$ cat config.mk
export PLATFORM = sky130hd
export DESIGN_NAME = ttnr_core
export DESIGN_NICKNAME = d
export VERILOG_FILES = /design/src/logic/ttnr_pkg.sv /design/src/logic/ttnr_rec_mem.sv /design/src/logic/ttnr_core.sv
export SDC_FILE = /design/constraint.sdc
export NUM_CORES = 2
export LEC_CHECK = 0
export BUFFER_PORTS_ARGS = -buffer_cell sky130_fd_sc_hd__buf_2
export CAP_MARGIN = 30
export CORE_MARGIN = 2
export CORE_UTILIZATION = 40
export DETAILED_ROUTE_END_ITERATION = 7
export SLEW_MARGIN = 25
export SYNTH_ARGS = -nofsm -noshare
export SYNTH_HDL_FRONTEND = slang
export SYNTH_SLANG_ARGS = --single-unit
$ cat constraint.sdc
create_clock -name clk -period 15.3 [get_ports clk]
set_clock_uncertainty 0.15 [all_clocks]
set_input_delay 1.53 -clock clk [delete_from_list [all_inputs] [get_ports clk]]
set_output_delay 1.53 -clock clk [all_outputs]
set_load 0.1 [all_outputs]
$ cat src/logic/ttnr_pkg.sv
// Shared constants and carrier types for the token timeout and node records.
// Assumes a single 100 MHz clock domain.
`default_nettype none
package ttnr_pkg;
  localparam int NPORT = 2;
  localparam int PW = 1;
  localparam int NREC = 16;
  localparam int IDXW = 4;
  localparam int PRIO_W = 3;
  localparam int CLK_MHZ = 100;
  localparam int TOK_PERIOD_MS = 100;
  localparam int TOK_CYC = TOK_PERIOD_MS * 1000 * CLK_MHZ;
  localparam int TCW = 24;
  localparam logic [15:0] ID_RSVD = 16'h0000;
  localparam logic [PRIO_W-1:0] PRIO_NONE = 3'h0;
  localparam logic [1:0] NPORTS_SINGLE = 2'h1;

  typedef struct packed {
    logic valid;
    logic [63:0] ident;
    logic [PRIO_W-1:0] prio;
    logic [1:0] nports;
    logic [31:0] path;
    logic [PW-1:0] lport;
  } ttnr_cfg_rec_t;

  typedef struct packed {
    logic [15:0] alert_tag;
    logic [31:0] alert_reply_path;
    logic [7:0] alert_reply_port;
    logic [IDXW-1:0] alert_node_ref;
  } ttnr_alert_rec_t;

  typedef struct packed {
    logic valid;
    logic [IDXW-1:0] idx;
    ttnr_cfg_rec_t rec;
  } ttnr_cfg_wr_t;

  typedef struct packed {
    logic valid;
    ttnr_alert_rec_t rec;
  } ttnr_alert_wr_t;

  typedef struct packed {
    logic valid;
    logic [PW-1:0] port;
    logic reset_ctrl;
  } ttnr_tx_req_t;

  typedef struct packed {
    logic valid;
    logic [1:0] nports;
    logic oper;
    logic ident_known;
  } ttnr_walk_step_t;

  typedef struct packed {
    logic valid;
    logic [IDXW-1:0] idx;
    logic [PW-1:0] port;
  } ttnr_setup_req_t;

  typedef enum logic [2:0] {
    ST_IDLE = 3'h1,
    ST_WALK = 3'h2,
    ST_SWEEP = 3'h4
  } ttnr_state_t;
endpackage : ttnr_pkg
`default_nettype wire

$ cat src/logic/ttnr_rec_mem.sv
// Small record memory, one write port and a registered read port.
// Assumes the caller holds the read address one cycle for its data.
`default_nettype none
module ttnr_rec_mem #(
  parameter int W = 8,
  parameter int D = 16,
  parameter int AW = 4
) (
  input wire logic clk, // Clock
  input wire logic we, // Write strobe
  input wire logic [AW-1:0] waddr, // Write address
  input wire logic [W-1:0] wdata, // Write data
  input wire logic [AW-1:0] raddr, // Read address
  output logic [W-1:0] rdata // Registered read data
);
  logic [W-1:0] mem [D];

  always_ff @(posedge clk)
  begin
    if (we)
    begin
      mem[waddr] <= wdata;
    end
    rdata <= mem[raddr];
  end
endmodule : ttnr_rec_mem
`default_nettype wire

$ cat src/logic/ttnr_core.sv
// Lost-token watchdogs per port, node identity, configuration and
// alert-address records, pending flags, link walk and setup sweep.
// Assumes one clock; sys_rst release marks power-on completion.
// Functional notes
// - Each port has a 100 ms lost-token watchdog.
// - Watchdog starts after power-on, total reset or absolute reset.
// - Forwarding or reflecting a token reloads the full period.
// - Expiry makes an internal token, handled as if received.
// - Identifier is eight bytes; bytes 0-1 zero, 2-7 universal address.
// - Bytes 2-4 hold organization code, bytes 5-7 product number.
// - Records hold 3-bit master priority; zero means never master.
// - Pending flag set while message awaits reply, cleared on reply.
// - Setup message writes alert record; alerts look it up.
// - Alert record: 2-byte tag, 4-byte path, 1-byte port, record ref.
// - Master sends setup message to every port, operational or not.
// - Configuration never walks through a non-operational port.
// - Walk new link until single-port node, dead port or known id.
// - Node that cannot be master never configures or builds a table.
// - Non-operational port sends only reset or reserved control frames.
`default_nettype none
module ttnr_core import ttnr_pkg::*; #(
  parameter int unsigned TOK_CYCLES = TOK_CYC,
  parameter logic [23:0] OUI = 24'h123456, // Arbitrary value
  parameter logic [23:0] PRODUCT = 24'h000001 // Arbitrary value
) (
  input wire logic clk, // Clock
  input wire logic sys_rst, // Sync reset
  input wire logic [NPORT-1:0] port_reset_done, // Total/absolute reset done
  input wire logic [NPORT-1:0] token_fwd, // Token forwarded or reflected
  input wire logic [NPORT-1:0] oper_flag, // Port operational flags
  input wire logic [PRIO_W-1:0] own_prio, // Own master priority
  input wire ttnr_cfg_wr_t cfg_wr, // Configuration record write
  input wire logic [IDXW-1:0] cfg_rd_idx, // Configuration record read
  input wire ttnr_alert_wr_t setup_sent, // Setup message sent
  input wire logic alert_rx, // Unsolicited alert received
  input wire logic [15:0] alert_rx_tag, // Its tag
  input wire logic msg_sent, // Management message sent
  input wire logic [IDXW-1:0] msg_sent_idx, // Its record
  input wire logic msg_reply, // Reply or related alert arrived
  input wire logic [IDXW-1:0] msg_reply_idx, // Its record
  input wire ttnr_tx_req_t tx_req, // Frame origination request
  input wire logic port_now_oper, // Port became operational
  input wire ttnr_walk_step_t walk_step, // Node found on walk
  input wire logic sweep_start, // Begin setup sweep
  output logic [NPORT-1:0] token_gen_r, // Internal token pulse
  output logic [63:0] node_ident_r, // Node identifier
  output ttnr_cfg_rec_t cfg_rd_r, // Configuration record
  output logic [NREC-1:0] pend_r, // Pending flags
  output logic alert_hit_r, // Lookup result valid
  output ttnr_alert_rec_t alert_rec_r, // Looked-up alert record
  output logic tx_grant_r, // Frame may go
  output logic tx_refuse_r, // Frame refused
  output logic walk_busy_r, // Link walk active
  output logic walk_done_r, // Link walk ended
  output ttnr_setup_req_t setup_req_r, // Setup message request
  output logic sweep_busy_r // Sweep active
);
  localparam logic [TCW-1:0] TLOAD = TCW'(TOK_CYCLES);
  localparam logic [IDXW-1:0] LAST_REC = IDXW'(NREC - 1);
  localparam logic [PW-1:0] LAST_PORT = PW'(NPORT - 1);

  logic can_master;
  assign can_master = (own_prio != PRIO_NONE);

  // Watchdogs
  genvar p;
  generate
    for (p = 0; p < NPORT; p++)
    begin : g_tok
      logic [TCW-1:0] cnt_r, cnt_nxt;
      logic gen_nxt;
      always_comb
      begin
        cnt_nxt = cnt_r - TCW'(1);
        gen_nxt = 1'b0;
        if (port_reset_done[p] || token_fwd[p])
        begin
          cnt_nxt = TLOAD;
        end
        else if (cnt_r == TCW'(1))
        begin
          gen_nxt = 1'b1;
          cnt_nxt = TLOAD;
        end
      end
      always_ff @(posedge clk)
      begin
        if (sys_rst)
        begin
          cnt_r <= TLOAD;
          token_gen_r[p] <= 1'b0;
        end
        else
        begin
          cnt_r <= cnt_nxt;
          token_gen_r[p] <= gen_nxt;
        end
      end
    end
  endgenerate

  // Identifier
  always_ff @(posedge clk)
  begin
    node_ident_r <= {ID_RSVD, OUI, PRODUCT};
  end

  // Configuration records
  ttnr_cfg_rec_t cfg_mem_q;
  logic [IDXW-1:0] cfg_raddr;
  logic cfg_we;
  assign cfg_we = cfg_wr.valid && can_master;
  ttnr_rec_mem #(.W($bits(ttnr_cfg_rec_t)), .D(NREC), .AW(IDXW)) u_cfg (
    .clk(clk),
    .we(cfg_we),
    .waddr(cfg_wr.idx),
    .wdata(cfg_wr.rec),
    .raddr(cfg_raddr),
    .rdata(cfg_mem_q)
  );

  // Alert-address records, indexed by the low tag bits
  ttnr_alert_rec_t al_mem_q;
  ttnr_rec_mem #(.W($bits(ttnr_alert_rec_t)), .D(NREC), .AW(IDXW)) u_alert (
    .clk(clk),
    .we(setup_sent.valid && can_master),
    .waddr(setup_sent.rec.alert_tag[IDXW-1:0]),
    .wdata(setup_sent.rec),
    .raddr(alert_rx_tag[IDXW-1:0]),
    .rdata(al_mem_q)
  );

  logic al_p1_r, al_p1_nxt;
  logic [15:0] al_tag_r;
  logic hit_nxt;
  always_comb
  begin
    al_p1_nxt = alert_rx && can_master;
    hit_nxt = al_p1_r && (al_mem_q.alert_tag == al_tag_r);
  end
  always_ff @(posedge clk)
  begin
    if (sys_rst)
    begin
      al_p1_r <= 1'b0;
      al_tag_r <= 16'h0000;
      alert_hit_r <= 1'b0;
      alert_rec_r <= '0;
    end
    else
    begin
      al_p1_r <= al_p1_nxt;
      al_tag_r <= alert_rx_tag;
      alert_hit_r <= hit_nxt;
      alert_rec_r <= al_mem_q;
    end
  end

  // Pending flags; a set beats a simultaneous clear
  logic [NREC-1:0] pend_nxt;
  always_comb
  begin
    pend_nxt = pend_r;
    if (msg_reply)
    begin
      pend_nxt[msg_reply_idx] = 1'b0;
    end
    if (msg_sent && can_master)
    begin
      pend_nxt[msg_sent_idx] = 1'b1;
    end
  end
  always_ff @(posedge clk)
  begin
    if (sys_rst)
    begin
      pend_r <= '0;
    end
    else
    begin
      pend_r <= pend_nxt;
    end
  end

  // Origination gate
  logic grant_nxt, refuse_nxt;
  always_comb
  begin
    grant_nxt = 1'b0;
    refuse_nxt = 1'b0;
    if (tx_req.valid)
    begin
      if (oper_flag[tx_req.port] || tx_req.reset_ctrl)
      begin
        grant_nxt = 1'b1;
      end
      else
      begin
        refuse_nxt = 1'b1;
      end
    end
  end

  // Walk and sweep control
  ttnr_state_t st_r, st_nxt;
  logic [IDXW-1:0] rec_r, rec_nxt;
  logic [PW-1:0] prt_r, prt_nxt;
  logic ph_r, ph_nxt;
  logic wdone_nxt;
  ttnr_setup_req_t sreq_nxt;
  always_comb
  begin
    st_nxt = st_r;
    rec_nxt = rec_r;
    prt_nxt = prt_r;
    ph_nxt = ph_r;
    wdone_nxt = 1'b0;
    sreq_nxt = '0;
    cfg_raddr = cfg_rd_idx;
    case (st_r)
      ST_IDLE:
      begin
        if (can_master && port_now_oper)
        begin
          st_nxt = ST_WALK;
        end
        else if (can_master && sweep_start)
        begin
          st_nxt = ST_SWEEP;
          rec_nxt = '0;
          prt_nxt = '0;
          ph_nxt = 1'b0;
        end
      end
      ST_WALK:
      begin
        if (walk_step.valid && (walk_step.nports == NPORTS_SINGLE
            || !walk_step.oper || walk_step.ident_known))
        begin
          st_nxt = ST_IDLE;
          wdone_nxt = 1'b1;
        end
      end
      ST_SWEEP:
      begin
        cfg_raddr = rec_r;
        ph_nxt = 1'b1;
        if (ph_r)
        begin
          // Every port regardless of its operational state
          sreq_nxt.valid = cfg_mem_q.valid;
          sreq_nxt.idx = rec_r;
          sreq_nxt.port = prt_r;
          ph_nxt = 1'b0;
          if (prt_r == LAST_PORT)
          begin
            prt_nxt = '0;
            rec_nxt = rec_r + IDXW'(1);
            if (rec_r == LAST_REC)
            begin
              st_nxt = ST_IDLE;
            end
          end
          else
          begin
            prt_nxt = prt_r + PW'(1);
          end
        end
      end
      default:
      begin
        st_nxt = ST_IDLE;
      end
    endcase
  end

  always_ff @(posedge clk)
  begin
    if (sys_rst)
    begin
      st_r <= ST_IDLE;
      rec_r <= '0;
      prt_r <= '0;
      ph_r <= 1'b0;
      walk_busy_r <= 1'b0;
      walk_done_r <= 1'b0;
      sweep_busy_r <= 1'b0;
      setup_req_r <= '0;
      tx_grant_r <= 1'b0;
      tx_refuse_r <= 1'b0;
      cfg_rd_r <= '0;
    end
    else
    begin
      st_r <= st_nxt;
      rec_r <= rec_nxt;
      prt_r <= prt_nxt;
      ph_r <= ph_nxt;
      walk_busy_r <= (st_nxt == ST_WALK);
      walk_done_r <= wdone_nxt;
      sweep_busy_r <= (st_nxt == ST_SWEEP);
      setup_req_r <= sreq_nxt;
      tx_grant_r <= grant_nxt;
      tx_refuse_r <= refuse_nxt;
      cfg_rd_r <= cfg_mem_q;
    end
  end
endmodule : ttnr_core
`default_nettype wire

==> run_results.csv <==
group,metric,value,unit
global_routing,grt_pass1_vias,63400,
clock_network,cts_tree,"done",
cells_and_area,final_common_cell,"edfxtp_1",
clock_network,worst_skew_pair.late_latency,930,ps
placement,gp_congestion,0.771,
worst_setup_path,cp_data_required_time,15980,ps
clock_network,clk_path_buf_depth,4,
worst_setup_path,end_kind,"register",
clock_network,cts_buffers,322,
worst_setup_path,cp_slowest_cell,"buf_4",
route,wirelength,295000,µm
min_path,hold_class,"reg2reg",
synth,synth_edf_count,2608,
floorplanning,start_util,40.2,%
timing,rsz0062_at_grt,"no",
worst_setup_path,start_kind,"register",
timing,final-hold-violation-count,0,
power,powerDensity,137,nW/µm²
power,ir_drop,0.111,mV
worst_setup_path,r2r-end,"u_cfg.rdata[36]",
synth,yosysWarnings,0,
floorplanning,fp.dieW,544,µm
route,post_drt_via_cell_ratio,5.62,
placement,dp_hpwl,153000,µm
job,maxCapViolations,0,
synth,async_flop_share,0,%
route,dr.pass1.iters,5,
cells_and_area,final_nets,7028,
clock_network,clk_pin_slew,60,ps
clock_network,cts_sinks,3038,
synth,ys_seq_elements,3038,
worst_setup_path,cp.buffers_inverters,3,
worst_setup_path,startpoint,"st_r[2]",
floorplanning,io_pins,478,
global_routing,grt_max_degree,190,
worst_setup_path,worstPathArrival,5620,ps
synth,ys_seq_area_share,74.4,%
timing,fin_crit,4940,ps
route,ant_nets,0,
floorplanning,core_area,291000,µm²
worst_setup_path,critPathCapture,"u_cfg.rdata[36]",
worst_setup_path,r2r_start,"st_r[2]",
synth,synth_cells,6344,
worst_setup_path,crit_chain,"or3b_1, mux2i_4, buf_4, buf_4, buf_4, o221ai_1, a21oi_1, a22o_1",
worst_setup_path,ff2ff_path_depth,8,
global_routing,grt_pass1_wl,430000,µm
worst_setup_path,worstSetupPathType,"reg2reg",
cells_and_area,mostFrequentLayoutCells,"edfxtp_1, mux4_2, nand2_1, a21oi_1, dfxtp_1",
route,num_vias,61800,
worst_setup_path,cp.depth,8,
route,drtIter0Drc,5742,
clock_network,cts_root_buf,"clkbuf_16",
run_status,status,"complete, no violations",
worst_setup_path,crit_fanout,58,
timing,relSlewSlack,26.4,%
synth,ys_types,63,
floorplanning,fp.dieArea,296000,µm²
timing,setup_viol,0,
global_routing,antenna_found_initial,89,
synth,synth_ff_type,"edfxtp_1",
worst_setup_path,crit_top_cell,"buf_4",
clock_network,htreeDepth,5,
timing,max_clock_freq,203,MHz
timing,period_share,32.3,%
cells_and_area,area_delta_synth_final,14.9,%
floorplanning,core.rowCount,198,
power,power,18.5,mW
clock_network,post_cts_buffers,0,
clock_network,holdBufCountCts,0,
floorplanning,die_h,544,µm
cells_and_area,final_layout_size_suffix_gt1_share,25.3,%
worst_setup_path,critPathTopFamily,"buffers and inverters",
timing,worst_pin_slew,1100,ps
worst_setup_path,cpPeakStageDelay,880,ps
global_routing,grt_overflow_total,0,
synth,synthesis.area,117000,µm²
global_routing,grt_usage,19.6,%
synth,syn_avg_cell_area,18.4,µm²
timing,slew_viol_final,0,
power,p_leak,43.6,nW
timing,fin_tns_setup,0,ps
placement,port_buffers,413,
clock_network,cts_resized,0,
route,drc,0,
worst_setup_path,r2r_slack,10360,ps
route,wire_per_inst,26.8,µm
## where the power goes
group | leakage, nW | switching, mW | internal (mW)
clock | 5.28 | 3.28 | 4.57
sequential | 27.1 | 0.0973 | 9.23
combinational | 11.2 | 0.917 | 0.363
## per-stage QoR
stage	area [µm²]	setup WS, ps	util (%)	hold slack (ps)	cells
2_1_floorplan	117000	5170	-	264	6406
3_3_place_gp	123000	9750	42.3	273	10400
3_5_place_dp	123000	9670	42.4	271	10400
4_1_cts	134000	10310	46.1	249	11000
5_1_grt	134000	10240	46.2	265	11000
6_report	134000	10360	46.2	245	11000
## routing by layer
metal | track usage, % | vias up | wire [µm]
met3 | 3.37 | 500 | 19700
met2 | 33.5 | 2134 | 149000
met5 | 0 | - | 375
met4 | 5.72 | 58 | 7830
li1 | - | 26300 | -
met1 | 25.6 | 32800 | 118000
## logic make-up after synthesis
group / after synthesis / synth area share, %
fa+ha+maj: 5 / 0.0536
buf+inv: 466 / 1.93
xor+xnor: 56 / 0.420
compound gates: 885 / 4.75
other cells: 2 / 0.00643
simple gates: 1177 / 4.62
flops: 3038 / 74.4
mux: 715 / 13.8
## how the worst min path moves through the flow
stage	from	end	slack, ps	depth (start not counted)
after global routing	u_alert.rdata[13]	alert_rec_r[13]	260	1
after global placement	u_cfg.rdata[23]	cfg_rd_r[23]	270	1
after detailed placement	u_cfg.rdata[40]	cfg_rd_r[40]	270	1
after CTS	u_alert.rdata[13]	alert_rec_r[13]	250	1
after floorplan	u_alert.rdata[0]	alert_rec_r[0]	260	1
final	u_alert.rdata[13]	alert_rec_r[13]	240	1
## state kept, by name, indices dropped and copies added, names as in the netlist, 2 cells and up
signal	count
alert_rec_r	60
st_r	3
u_cfg.mem	1648
pend_r	16
al_tag_r	16
u_alert.mem	960
rec_r	4
g_tok.cnt_r	48
u_cfg.rdata	103
token_gen_r	2
setup_req_r	6
u_alert.rdata	60
cfg_rd_r	103
## final cells by class
class / instances / area [µm²]
Fill cell: 24500 / 156000
Clock inverter: 161 / 1830
Multi-Input combinational cell: 2902 / 28100
Sequential cell: 3038 / 86900
Inverter: 6 / 22.5
Antenna cell: 25 / 62.6
Tap cell: 3900 / 4880
Timing Repair Buffer: 532 / 3450
Clock buffer: 438 / 8980
## cell usage after synthesis, types with 24 or more instances
cell type	n	area [µm²]
o221ai_1	103	902
nor2b_1	186	1160
nand2_1	672	2520
mux4_2	712	16000
a21oi_1	433	2170
clkbuf_1	230	863
o22ai_1	104	651
edfxtp_1	2608	78300
a22o_1	103	902
nor3_1	30	150
nand3_1	113	566
a31oi_1	103	644
buf_4	80	601
xnor2_1	38	333
buf_1	24	90.1
dfxtp_1	430	8610
nor2_1	83	312
buf_2	119	596
Note: power is estimated with default switching activity, not from simulation.
